## config.mk

```make
export PLATFORM = sky130hd
export DESIGN_NAME = psr_top
export DESIGN_NICKNAME = d
export VERILOG_FILES = /design/src/verilog/psr_pkg.sv /design/src/verilog/psr_sync.sv /design/src/verilog/psr_top.sv
export SDC_FILE = /design/constraint.sdc
export NUM_CORES = 1
export LEC_CHECK = 0
export BUFFER_PORTS_ARGS = -buffer_cell sky130_fd_sc_hd__buf_2
export CAP_MARGIN = 10
export CORE_MARGIN = 10
export CORE_UTILIZATION = 51
export DETAILED_ROUTE_END_ITERATION = 8
export HOLD_SLACK_MARGIN = 0.02
export PLACE_DENSITY = 0.87
export SYNTH_ARGS = -nofsm -noshare
export SYNTH_HDL_FRONTEND = slang
export SYNTH_HIERARCHICAL = 1
export SYNTH_SLANG_ARGS = --single-unit
```

## constraint.sdc

```tcl
create_clock -name ref_clk -period 1.45 [get_ports ref_clk]
set_input_delay 0.29 -clock ref_clk [delete_from_list [all_inputs] [get_ports ref_clk]]
set_output_delay 0.29 -clock ref_clk [all_outputs]
set_load 0.05 [all_outputs]
```

## src/verilog/psr_pkg.sv

```systemverilog
// Package for the protection status register group: addresses, bit positions, reset values.
// Assumes the serial link logic presents decoded 8-bit register addresses and 16-bit words.
package psr_pkg;

    // Register addresses as seen on the register port
    localparam logic [7:0] PSR_ADDR_AUX_STATUS = 8'h1f;
    localparam logic [7:0] PSR_ADDR_ANALOG_CTL = 8'h20;
    localparam logic [7:0] PSR_ADDR_PROT_STATUS = 8'h21;

    localparam int PSR_DATA_W = 16;
    localparam int PSR_ADDR_W = 8;

    // Auxiliary measurement enable status fields
    localparam int PSR_AUX_THERM_LSB = 8;
    localparam int PSR_AUX_THERM_MSB = 12;
    localparam int PSR_AUX_AIN2 = 7;
    localparam int PSR_AUX_AIN1 = 6;
    localparam int PSR_AUX_PACK = 5;
    localparam int PSR_AUX_CORE = 4;
    localparam int PSR_AUX_EXTREG = 3;
    localparam int PSR_AUX_MID = 2;
    localparam int PSR_AUX_VREF2 = 0;
    localparam int PSR_THERM_N = 5;

    // Analog control fields
    localparam int PSR_CTL_FIXED = 15;
    localparam int PSR_CTL_LOAD_EN = 3;
    localparam int PSR_CTL_HIGH_MASK = 2;
    localparam int PSR_CTL_LOW_MASK = 1;
    localparam int PSR_CTL_STRENGTH = 0;
    localparam int PSR_CTL_STORE_W = 15;
    localparam logic [14:0] PSR_CTL_RESET = 15'h0006;
    localparam logic PSR_CTL_FIXED_VAL = 1'h1;

    // Protection status fields
    localparam int PSR_ST_SHORT_L = 15;
    localparam int PSR_ST_DOC_L = 14;
    localparam int PSR_ST_COC_L = 13;
    localparam int PSR_ST_CRC_L = 12;
    localparam int PSR_ST_SEQ_F = 10;
    localparam int PSR_ST_SHORT = 7;
    localparam int PSR_ST_DOC = 6;
    localparam int PSR_ST_COC = 5;
    localparam int PSR_ST_TSD = 4;
    localparam int PSR_ST_CFET_ON = 3;
    localparam int PSR_ST_CFET_OFF = 2;
    localparam int PSR_ST_DFET_ON = 1;
    localparam int PSR_ST_DFET_OFF = 0;
    localparam int PSR_FET_N = 4;

    // Index of each asynchronous analog condition in the synchroniser bank
    localparam int PSR_SYN_SHORT = 0;
    localparam int PSR_SYN_DOC = 1;
    localparam int PSR_SYN_COC = 2;
    localparam int PSR_SYN_TSD = 3;
    localparam int PSR_SYN_EXT_HIGH = 4;
    localparam int PSR_SYN_EXT_LOW = 5;
    localparam int PSR_SYN_N = 6;

endpackage

```

## src/verilog/psr_sync.sv

```systemverilog
// Three-stage synchroniser bank for asynchronous analog condition levels.
// Assumes inputs are slow levels; a change is accepted once stages two and three agree.
`timescale 1ns/10ps
`default_nettype none

module psr_sync #(
    parameter int WIDTH = 6
) (
    // Clock and reset
    input wire logic ref_clk,
    input wire logic rst_n,
    // Raw and filtered levels
    input wire logic [WIDTH-1:0] raw_in,
    output logic [WIDTH-1:0] level_out
);

    genvar gi;
    generate
        for (gi = 0; gi < WIDTH; gi++) begin : g_bit
            logic s1_q;
            logic s2_q;
            logic s3_q;
            logic out_q;
            logic out_d;

            always_comb begin
                out_d = out_q;
                if (s2_q == s3_q) begin
                    out_d = s3_q;
                end
            end

            always_ff @(posedge ref_clk or negedge rst_n) begin
                if (!rst_n) begin
                    s1_q <= 1'h0;
                    s2_q <= 1'h0;
                    s3_q <= 1'h0;
                    out_q <= 1'h0;
                end else begin
                    s1_q <= raw_in[gi];
                    s2_q <= s1_q;
                    s3_q <= s2_q;
                    out_q <= out_d;
                end
            end

            assign level_out[gi] = out_q;
        end
    endgenerate

endmodule

`default_nettype wire

```

## src/verilog/psr_top.sv

```systemverilog
// Protection and measurement status register group of the battery monitor.
// Assumes the serial link logic drives the register port on ref_clk; analog conditions are async.
`timescale 1ns/10ps
`default_nettype none

module psr_top
    import psr_pkg::*;
#(
    parameter bit OC_ON_SECOND_PIN = 1'b1
) (
    // Clock and reset
    input wire logic ref_clk,
    input wire logic rst_n,
    // Register port from the serial link logic
    input wire logic [PSR_ADDR_W-1:0] reg_addr,
    input wire logic reg_wr,
    input wire logic reg_rd,
    input wire logic [PSR_DATA_W-1:0] reg_wdata,
    output logic [PSR_DATA_W-1:0] reg_rdata,
    output logic reg_rd_valid,
    // Measurement enables from the sequencer
    input wire logic [PSR_THERM_N-1:0] thermistor_meas_on,
    input wire logic analog_input2_meas_on,
    input wire logic analog_input1_meas_on,
    input wire logic pack_voltage_meas_on,
    input wire logic core_rail_meas_on,
    input wire logic ext_regulator_meas_on,
    input wire logic mid_rail_meas_on,
    input wire logic second_reference_meas_on,
    // Asynchronous analog conditions
    input wire logic short_detect,
    input wire logic discharge_oc_detect,
    input wire logic charge_oc_detect,
    input wire logic thermal_detect,
    input wire logic ext_reg_high_detect,
    input wire logic ext_reg_low_detect,
    // Same-clock diagnostic and link events
    input wire logic crc_error_pulse,
    input wire logic sequencer_counter_fault,
    input wire logic fet_diag_enable,
    input wire logic charge_switch_on_check,
    input wire logic charge_switch_off_check,
    input wire logic discharge_switch_on_check,
    input wire logic discharge_switch_off_check,
    // Control outputs
    output logic load_drive_enable,
    output logic load_drive_strength,
    output logic shutdown_request,
    // Alarm pins, active low
    output logic first_alarm_pin_n,
    output logic second_alarm_pin_n
);

    logic [PSR_SYN_N-1:0] live;
    logic [PSR_CTL_STORE_W-1:0] ctl_q;
    logic [PSR_CTL_STORE_W-1:0] ctl_d;
    logic short_q, short_d;
    logic doc_q, doc_d;
    logic coc_q, coc_d;
    logic crc_q, crc_d;
    logic [PSR_DATA_W-1:0] rdata_q, rdata_d;
    logic rd_valid_q;
    logic shutdown_q, shutdown_d;
    logic first_alarm_pin_n_q, first_alarm_pin_n_d;
    logic second_alarm_pin_n_q, second_alarm_pin_n_d;
    logic [PSR_DATA_W-1:0] aux_word;
    logic [PSR_DATA_W-1:0] ctl_word;
    logic [PSR_DATA_W-1:0] st_word;
    logic wr_ctl;
    logic wr_st;
    logic any_oc;

    psr_sync #(
        .WIDTH(PSR_SYN_N)
    ) u_sync (
        .ref_clk(ref_clk),
        .rst_n(rst_n),
        .raw_in({ext_reg_low_detect, ext_reg_high_detect, thermal_detect,
                 charge_oc_detect, discharge_oc_detect, short_detect}),
        .level_out(live)
    );

    assign wr_ctl = reg_wr && (reg_addr == PSR_ADDR_ANALOG_CTL);
    assign wr_st = reg_wr && (reg_addr == PSR_ADDR_PROT_STATUS);

    // Read words
    always_comb begin
        aux_word = '0;
        aux_word[PSR_AUX_THERM_MSB:PSR_AUX_THERM_LSB] = thermistor_meas_on;
        aux_word[PSR_AUX_AIN2] = analog_input2_meas_on;
        aux_word[PSR_AUX_AIN1] = analog_input1_meas_on;
        aux_word[PSR_AUX_PACK] = pack_voltage_meas_on;
        aux_word[PSR_AUX_CORE] = core_rail_meas_on;
        aux_word[PSR_AUX_EXTREG] = ext_regulator_meas_on;
        aux_word[PSR_AUX_MID] = mid_rail_meas_on;
        aux_word[PSR_AUX_VREF2] = second_reference_meas_on;

        ctl_word = {PSR_CTL_FIXED_VAL, ctl_q};

        st_word = '0;
        st_word[PSR_ST_SHORT_L] = short_q;
        st_word[PSR_ST_DOC_L] = doc_q;
        st_word[PSR_ST_COC_L] = coc_q;
        st_word[PSR_ST_CRC_L] = crc_q;
        st_word[PSR_ST_SEQ_F] = sequencer_counter_fault;
        st_word[PSR_ST_SHORT] = live[PSR_SYN_SHORT];
        st_word[PSR_ST_DOC] = live[PSR_SYN_DOC];
        st_word[PSR_ST_COC] = live[PSR_SYN_COC];
        st_word[PSR_ST_TSD] = live[PSR_SYN_TSD];
        // FET checks gated by diagnostic enable
        st_word[PSR_ST_CFET_ON] = fet_diag_enable && charge_switch_on_check;
        st_word[PSR_ST_CFET_OFF] = fet_diag_enable && charge_switch_off_check;
        st_word[PSR_ST_DFET_ON] = fet_diag_enable && discharge_switch_on_check;
        st_word[PSR_ST_DFET_OFF] = fet_diag_enable && discharge_switch_off_check;
    end

    // Register next values
    always_comb begin
        ctl_d = ctl_q;
        // user storage and control bits written together
        if (wr_ctl) begin
            ctl_d = reg_wdata[PSR_CTL_STORE_W-1:0];
        end

        // short latch, set wins over clear
        short_d = live[PSR_SYN_SHORT] ||
                  (short_q && !(wr_st && reg_wdata[PSR_ST_SHORT_L]));
        doc_d = live[PSR_SYN_DOC] ||
                (doc_q && !(wr_st && reg_wdata[PSR_ST_DOC_L]));
        coc_d = live[PSR_SYN_COC] ||
                (coc_q && !(wr_st && reg_wdata[PSR_ST_COC_L]));
        crc_d = crc_error_pulse ||
                (crc_q && !(wr_st && reg_wdata[PSR_ST_CRC_L]));

        shutdown_d = (live[PSR_SYN_EXT_HIGH] && !ctl_q[PSR_CTL_HIGH_MASK]) ||
                     (live[PSR_SYN_EXT_LOW] && !ctl_q[PSR_CTL_LOW_MASK]);

        any_oc = doc_d || coc_d;
        first_alarm_pin_n_d = !(short_d || (any_oc && !OC_ON_SECOND_PIN));
        second_alarm_pin_n_d = !(any_oc && OC_ON_SECOND_PIN);

        rdata_d = rdata_q;
        if (reg_rd) begin
            case (reg_addr)
                PSR_ADDR_AUX_STATUS: rdata_d = aux_word;
                PSR_ADDR_ANALOG_CTL: rdata_d = ctl_word;
                PSR_ADDR_PROT_STATUS: rdata_d = st_word;
                default: rdata_d = '0;
            endcase
        end
    end

    always_ff @(posedge ref_clk or negedge rst_n) begin
        if (!rst_n) begin
            ctl_q <= PSR_CTL_RESET;
            short_q <= 1'h0;
            doc_q <= 1'h0;
            coc_q <= 1'h0;
            crc_q <= 1'h0;
            shutdown_q <= 1'h0;
            first_alarm_pin_n_q <= 1'h1;
            second_alarm_pin_n_q <= 1'h1;
            rdata_q <= '0;
            rd_valid_q <= 1'h0;
        end else begin
            ctl_q <= ctl_d;
            short_q <= short_d;
            doc_q <= doc_d;
            coc_q <= coc_d;
            crc_q <= crc_d;
            shutdown_q <= shutdown_d;
            first_alarm_pin_n_q <= first_alarm_pin_n_d;
            second_alarm_pin_n_q <= second_alarm_pin_n_d;
            rdata_q <= rdata_d;
            rd_valid_q <= reg_rd;
        end
    end

    assign reg_rdata = rdata_q;
    assign reg_rd_valid = rd_valid_q;
    assign load_drive_enable = ctl_q[PSR_CTL_LOAD_EN];
    assign load_drive_strength = ctl_q[PSR_CTL_STRENGTH];
    assign shutdown_request = shutdown_q;
    assign first_alarm_pin_n = first_alarm_pin_n_q;
    assign second_alarm_pin_n = second_alarm_pin_n_q;
endmodule

`default_nettype wire

```

==> impl_metrics.ini, run 1 <==
[clock_tree]
cts_max_level = 3
path_clk_slew_ps = 70
clockRootBuffer = clkbuf_8
clkLatencyLatePin_ps = 340
numCtsBuffers = 9
cts_sinks = 63
tritoncts = built
clk_path_buf_depth = 2

[worst_setup_path]
reg2reg_from = u_sync/g_bit[1].out_q
slowest_delay_ps = 550
crit_type = primary input to flip-flop
cp_slowest_cell = or4_4
r2r_cells = 3
crit_required_ps = 1670
crit_fanout = 7
start_kind = primary input
rrSetupSlack_ps = 260
arrival_ps = 1690
cp_cell_sequence = buf_6 -> or4_4 -> nor4_4 -> buf_6 -> mux2_4
critPathBufInv = 2
rr_endpoint = second_alarm_pin_n
crit_path_end_kind = flip-flop
cpLargestDelayFamily = simple AND/OR/NAND/NOR gates
cp_common_cell = buf_6

[logic_synthesis]
synth_cells = 182
synth_seq_cells = 63
yosysWarnings = 6
ys_seq_area_share_pct = 62.8
synth_area_um2 = 2520
synth_cell_type_count = 37
ys_async_sr_fraction_pct = 100
ys_top_cells_by_count = 59 x dfrtp_1, 23 x mux2_2, 10 x nor2b_1, 9 x a221o_1, 7 x nor2_1
yosysMostFrequentCell = dfrtp_1
syn-num-nets = 235
synth_edf_count = 0
ys.flop_type = dfrtp_1
yosys.area.top_type = dfrtp_1
syn_avg_cell_area_um2 = 13.8
ys_top_cells_by_area = dfrtp_1 59%, mux2_2 10%, dfstp_2 4.2%
synth_top_area_share_pct = 58.6

[hold_path]
whs_endpoint = u_sync/g_bit[0].s1_q
min_from = short_detect
whs_path_depth = 1
hold_class = primary input to flip-flop

[sta]
fin_ws_ps = -20.2
finalSetupViolations = 12
hold_viol_final = 0
fin_crit_sh_pct = 101
holdWs_ps = 52.0
drv_slew = 0
worst_slew_pin_slew_ps = 452
fin_worst_skew_ps = 8.01
fin_crit_ps = 1470
maxSlewHeadroom_pct = 69.1
rsz0062_at_grt = true
fmax_ghz = 0.680

[floorplan]
ios = 75
dieArea_um2 = 8150
fp.dieH_um = 90.3
core.rowCount = 25
die_width_um = 90.3
start_util_pct = 53.0
fp.coreArea_um2 = 4750

[cells_and_area]
fin_cells = 351
diodes = 0
final_area_um2 = 3370
layout-drive-gt1-share_pct = 53.5
final_util_pct = 71.0
area_delta_synth_final_pct = 34.0
nets = 332
fill_cells = 336

[routing]
vias = 1889
drt_iter0_markers = 150
post-route-drc-count = 0
wirelength_um = 6400
viasPerCell = 5.38
wl_per_cell_um = 18.2
ant_nets = 0
drtPass1Iterations = 5

[power]
peakVddDrop_mv = 0.579
leakagePower_nw = 1.67
cellPowerDensity_nw_per_um2 = 1130

[run]
drv_cap = 0

[global_routing]
track_usage_pct = 15.6
grt_pass1_wl_um = 10100
antenna_found_initial = 2
grt.overflow.total = 0
first_global_vias = 2023
grt_max_degree = 64

[placed_design]
port_buffers = 74
dp_cells = 333
gp_congestion = 0.847
postPlaceCellArea_um2 = 3090
place_hpwl_um = 4540

[outcome]
violations = setup timing
status = complete, but fails checks
worst max path at each step:
| stage | from | end | slack, ps | depth (start not counted) |
|---|---|---|---|---|
| 5_1_grt | reg_addr[1] | reg_rdata[8] | -30 | 6 |
| 6_report | reg_addr[1] | ctl_q[11] | -20 | 5 |
| 4_1_cts | reg_addr[1] | ctl_q[14] | -20 | 5 |
| 3_5_place_dp | reg_addr[1] | ctl_q[0] | -450 | 5 |
| 3_3_place_gp | reg_addr[1] | ctl_q[0] | -410 | 5 |
| 2_1_floorplan | reg_addr[1] | ctl_q[0] | -420 | 4 |
layout by cell type (no fill, tap or decap), drive strengths merged, types with 2 or more instances in the layout:
| master | instances |
|---|---|
| clkinv | 2 |
| nand3 | 3 |
| a22o | 3 |
| dfrtp | 59 |
| nand2b | 3 |
| clkbuf | 13 |
| nor2 | 7 |
| mux2 | 23 |
| nor4 | 4 |
| dfstp | 4 |
| maj3 | 6 |
| inv | 5 |
| nand4 | 3 |
| buf | 98 |
| a21o | 3 |
| nor2b | 10 |
| o2bb2ai | 2 |
| a221o | 9 |
| a31oi | 5 |
| nand2 | 4 |
| and4b | 2 |
power breakdown:
part           switching, mW  internal [mW]
combinational          0.194          0.179
clock                  0.638          0.929
sequential            0.0423           1.83
total                  0.874           2.94
state kept, by name, summed over array words and instances, names as in the netlist:
signal / cells
u_sync/g_bit.s1_q: 6
u_sync/g_bit.s3_q: 6
u_sync/g_bit.s2_q: 6
ctl_q: 15
doc_q: 1
reg_rd_valid: 1
reg_rdata: 16
shutdown_request: 1
u_sync/g_bit.out_q: 6
crc_q: 1
second_alarm_pin_n: 1
coc_q: 1
short_q: 1
first_alarm_pin_n: 1
through the flow:
step	setup WS [ps]	total power, mW	TNS [ps]
global route	-32.6	3.98	-247
finish	-20.2	3.82	-103
global placement	-413	2.24	-8850
floorplan	-417	2.08	-5540
detailed placement	-453	2.26	-10280
CTS	-17.3	3.83	-99.7
timing repair:
| action | CTS | global route |
|---|---|---|
| setup endpoints to repair | 18 | 15 |
| hold buffers | 1 | 0 |
| pin swaps | 1 | 0 |
| gates resized for setup | 6 | 9 |
| hold endpoints to repair | 59 | 0 |
| buffers inserted | 0 | 1 |
area by class of cell:
cell class	count	area (um2)	share of cell area [%]
multi-input cells	101	888	26.3
repair buffers	99	593	17.6
flip-flops and latches	63	1580	46.9
inverters	5	18.8	0.556
clock buffers	13	169	5.01
clock inverters	3	40.0	1.19
well taps	67	83.8	2.48
cell families (layout without fill, tap and decap cells):
kind of cell,after synthesis,in the layout,synth area share (%)
buf+inv,18,120,3.87
flops,63,63,62.8
mux,23,23,10.3
simple gates,44,44,11.2
fa+ha+maj,6,6,2.68
compound gates,28,28,9.14
layer usage:
metal,vias to the layer above,global-route usage [%],share of wire [%]
li1,856,-,-
met4,2,5.57,1.3
met1,923,18.3,41
met2,96,23.8,47
met5,-,0,0.22
met3,12,8.31,10
worst reg2reg max path, delay by kind of cell, from the launching register on:
family,cells,cell delay (ps)
flip-flops,1,430
AO/OA/AOI/OAI,2,420
AND/OR/NAND/NOR,1,280
No activity file was read; power rests on OpenSTA's default activity.
==> run 2: changes to the inputs <==
TNS_END_PERCENT = 5   (was default)
==> impl_metrics.ini, run 2 (same netlist as run 1, synthesis figures left out) <==
[hold_path]
hold_class = primary input to flip-flop

[global_routing]
antenna_found_initial = 2
first_global_vias = 2017
grt_pass1_wl_um = 10100
track_usage_pct = 15.6
grt_max_degree = 64
grt.overflow.total = 0

[cells_and_area]
final_area_um2 = 3360
nets = 331
diodes = 0
largest_reg_flops = 16
final_cell_mix = 72 x buf_2, 59 x dfrtp_1, 20 x buf_4, 16 x mux2_2, 12 x clkbuf_8
layout-drive-gt1-share_pct = 53.4
area_delta_synth_final_pct = 33.4
register_area_um2 = 1580
final_common_cell = buf_2
fill_cells = 336
multi_input_area_um2 = 881

[routing]
ant_nets = 0
post-route-drc-count = 0
wirelength_um = 6210
viasPerCell = 5.26
vias = 1840
wl_per_cell_um = 17.7
drt_iter0_markers = 133
drtPass1Iterations = 4

[placed_design]
gp_congestion = 0.847
place_hpwl_um = 4540
pre_cts_ws_ps = -453
port_buffers = 74
postPlaceCellArea_um2 = 3090

[sta]
fin_tns_setup_ps = -49.4
fin_worst_skew_ps = 6.54
finalSetupViolations = 11
fmax_ghz = 0.684
fin_crit_ps = 1460
hold_viol_final = 0
worst_slew_pin_slew_ps = 469
rsz0062_at_grt = true
holdWs_ps = 45.5
maxSlewHeadroom_pct = 67.9
drv_slew = 0
fin_ws_ps = -11.1
fin_crit_sh_pct = 101

[floorplan]
start_util_pct = 53.0
die_width_um = 90.3
fp.coreArea_um2 = 4750
fp.dieH_um = 90.3
core.rowCount = 25
dieArea_um2 = 8150
ios = 75

[clock_tree]
tritoncts = built
path_clk_slew_ps = 70
cts_sinks = 63
cts_max_level = 3
numCtsBuffers = 9
clk_path_buf_depth = 2
clkLatencyLatePin_ps = 340
clockRootBuffer = clkbuf_8
cts_setup_buffers = 0

[outcome]
status = complete, but fails checks
violations = setup timing

[power]
cellPowerDensity_nw_per_um2 = 1130
switching_power_uw = 868
peakVddDrop_mv = 0.576
leakagePower_nw = 1.66
p_int_mw = 2.94
pwr-share-seq_pct = 49.3
clock_power_share_pct = 41.1
total_power_mw = 3.81
pwr-share-comb_pct = 9.6
power_switching_share_pct = 22.8

[worst_setup_path]
crit_type = primary input to flip-flop
start_kind = primary input
crit_fanout = 8
crit_required_ps = 1680
crit_path_end_kind = flip-flop
arrival_ps = 1690

[run]
drv_cap = 0
## run 2: changes by cell type in the layout (fill, tap and decap cells not counted)
cell | before | now
buf_4 | 21 | 20
mux2_2 | 14 | 16
mux2_4 | 9 | 7
## run 2: metrics by stage
stage                     cells  util (%)
after floorplan             182         -
after global placement      333      64.9
after detailed placement    333      64.9
after CTS                   350      69.8
after global routing        350      70.7
final                       350      70.7
## run 2: final cells by class
type | instances | area share [%]
inverters | 5 | 0.559
flip-flops and latches | 63 | 47.1
repair buffers | 98 | 17.4
multi-input cells | 101 | 26.2
well taps | 67 | 2.50
clock buffers | 13 | 5.03
clock inverters | 3 | 1.19
## run 2: path summary, 6_finish.rpt
path,slack [ps],to,cells after the start,from
setup / recovery,-10,ctl_q[0],5,reg_addr[1]
min in group asynchronous,480,u_sync/g_bit[3].s1_q,3,rst_n
hold reg to reg,350,u_sync/g_bit[2].s2_q,0,u_sync/g_bit[2].s1_q
max in group asynchronous,660,ctl_q[2],3,rst_n
setup reg to reg,300,second_alarm_pin_n,3,u_sync/g_bit[1].out_q
hold / removal,50,u_sync/g_bit[0].s1_q,1,short_detect
## run 2: metal layers
metal | track usage (%) | vias to the layer above | wire [um]
li1 | - | 852 | -
met1 | 18.3 | 901 | 2610
met2 | 23.8 | 75 | 2870
met3 | 8.31 | 10 | 643
met4 | 5.57 | 2 | 76
met5 | 0 | - | 14
## run 2: critical path: stages
cell and delay [ps]:
buf_6 90, or4_4 560, nor4_4 220, buf_6 190, mux2_2 340
## run 2: what timing repair did
action | in CTS | in global routing
setup endpoints to repair | 18 | 15
pin swaps | 1 | 0
gates resized for setup | 4 | 9
hold endpoints to repair | 59 | 0
hold buffers | 1 | 0
## run 2: power groups by stage
stage | clock network, mW | logic [mW] | registers [mW]
floorplan | 0 | 0.138 | 1.94
CTS | 1.60 | 0.358 | 1.88
finish | 1.57 | 0.365 | 1.88
detailed placement | 0 | 0.351 | 1.91
global route | 1.69 | 0.398 | 1.88
global placement | 0 | 0.342 | 1.90
==> run 3: changes to the inputs <==
SKIP_LAST_GASP = 1   (was default)
==> impl_metrics.ini, run 3 (same netlist as run 1, synthesis figures left out) <==
[cells_and_area]
fill_cells = 335
area_delta_synth_final_pct = 34.2
final_cell_mix = 72 x buf_2, 59 x dfrtp_1, 20 x buf_4, 13 x mux2_4, 12 x clkbuf_8
nets = 331
diodes = 0
final_common_cell = buf_2
layout-drive-gt1-share_pct = 53.4
largest_reg_flops = 16

[clock_tree]
clockRootBuffer = clkbuf_8
path_clk_slew_ps = 70
clkLatencyLatePin_ps = 340
cts_max_level = 3
cts_sinks = 63
tritoncts = built
numCtsBuffers = 9
clk_path_buf_depth = 2
cts_setup_buffers = 0

[worst_setup_path]
start_kind = primary input
crit_type = primary input to flip-flop
cp_common_cell = buf_6
cp_slowest_cell = or4_4
reg2reg_from = u_sync/g_bit[1].out_q
crit_required_ps = 1670
slowest_delay_ps = 550
critPathBufInv = 2
crit_path_end_kind = flip-flop
arrival_ps = 1750
crit_start = reg_addr[6]
cpLargestDelayFamily = simple AND/OR/NAND/NOR gates
crit_fanout = 7
cp_cell_sequence = buf_6 -> or4_4 -> nor4_4 -> buf_6 -> mux2_4

[power]
switching_power_uw = 860
peakVddDrop_mv = 0.578
cellPowerDensity_nw_per_um2 = 1120
pwr-share-seq_pct = 49.4
power_switching_share_pct = 22.6
leakagePower_nw = 1.67
p_int_mw = 2.94
pwr-share-comb_pct = 9.7
clock_power_share_pct = 40.9

[outcome]
status = complete, but fails checks
violations = setup timing

[sta]
fin_crit_sh_pct = 106
fin_crit_ps = 1530
drv_slew = 0
worst_slew_pin_slew_ps = 456
maxSlewHeadroom_pct = 68.8
finalSetupViolations = 15
fin_tns_setup_ps = -1010
fmax_ghz = 0.652
rsz0062_at_grt = true
fin_ws_ps = -83.3
hold_viol_final = 0
fin_worst_skew_ps = 6.39

[placed_design]
port_buffers = 74
pre_cts_ws_ps = -453
place_hpwl_um = 4540
gp_congestion = 0.847

[hold_path]
min_from = short_detect
hold_class = primary input to flip-flop

[run]
drv_cap = 0

[floorplan]
fp.coreArea_um2 = 4750
core.rowCount = 25
start_util_pct = 53.0
die_width_um = 90.3
ios = 75
dieArea_um2 = 8150
fp.dieH_um = 90.3

[global_routing]
track_usage_pct = 15.6
antenna_found_initial = 2
grt_pass1_wl_um = 10100
first_global_vias = 2015
grt_max_degree = 64
grt.overflow.total = 0

[routing]
ant_nets = 0
viasPerCell = 5.25
wirelength_um = 6180
post-route-drc-count = 0
drt_iter0_markers = 156
drtPass1Iterations = 4
vias = 1839
wl_per_cell_um = 17.7
run 3: cell type report:
cell class | instances | area [um2] | area share [%]
tap | 67 | 83.8 | 2.48
clock inverter | 3 | 40.0 | 1.18
sequential | 63 | 1580 | 46.8
multi-input combinational | 101 | 901 | 26.7
inverter | 5 | 18.8 | 0.555
timing repair buffer | 98 | 586 | 17.3
clock buffer | 13 | 169 | 5.00
run 3: power groups by stage:
stage                     clock, mW  sequential, mW  combinational [mW]
after floorplan                   0            1.94               0.138
final                          1.56            1.88               0.369
after CTS                      1.60            1.88               0.356
after global routing           1.69            1.89               0.402
after detailed placement          0            1.91               0.351
after global placement            0            1.90               0.342
run 3: worst paths after layout:
path                       slack [ps]  depth (start not counted)                   end
hold / removal                     50                          1  u_sync/g_bit[0].s1_q
max in group asynchronous         660                          3    second_alarm_pin_n
setup reg to reg                  250                          3    second_alarm_pin_n
min in group asynchronous         490                          3  u_sync/g_bit[0].s3_q
setup / recovery                  -80                          5              ctl_q[8]
hold reg to reg                   350                          0  u_sync/g_bit[2].s2_q
run 3: layer usage:
layer,global-route usage [%],vias to the layer above,routed length (um)
met2,23.7,80,2840
met3,8.31,12,665
met5,0,-,14
met4,5.57,2,78
met1,18.2,890,2580
li1,-,855,-
run 3: timing repair:
action | in CTS | in global routing
hold buffers | 1 | 0
pin swaps | 1 | 2
setup endpoints to repair | 18 | 16
endpoints found under the hold margin | 59 | 0
gates resized for setup | 3 | 15
run 3: stage by stage:
stage | power (mW) | area [um2] | std cells | util (%) | hold slack (ps)
after floorplan | 2.08 | 2520 | 182 | - | -5.59
after global placement | 2.24 | 3090 | 333 | 64.9 | 319
after detailed placement | 2.26 | 3090 | 333 | 64.9 | 321
after CTS | 3.83 | 3320 | 350 | 69.8 | 37.7
after global routing | 3.98 | 3380 | 350 | 71.1 | 31.5
final | 3.80 | 3380 | 350 | 71.1 | 51.0
run 3: worst reg2reg max path, delay by kind of cell (launching register included):
kind	cells	cell delay [ps]
compound gates	2	480
simple gates	1	220
flops	1	420
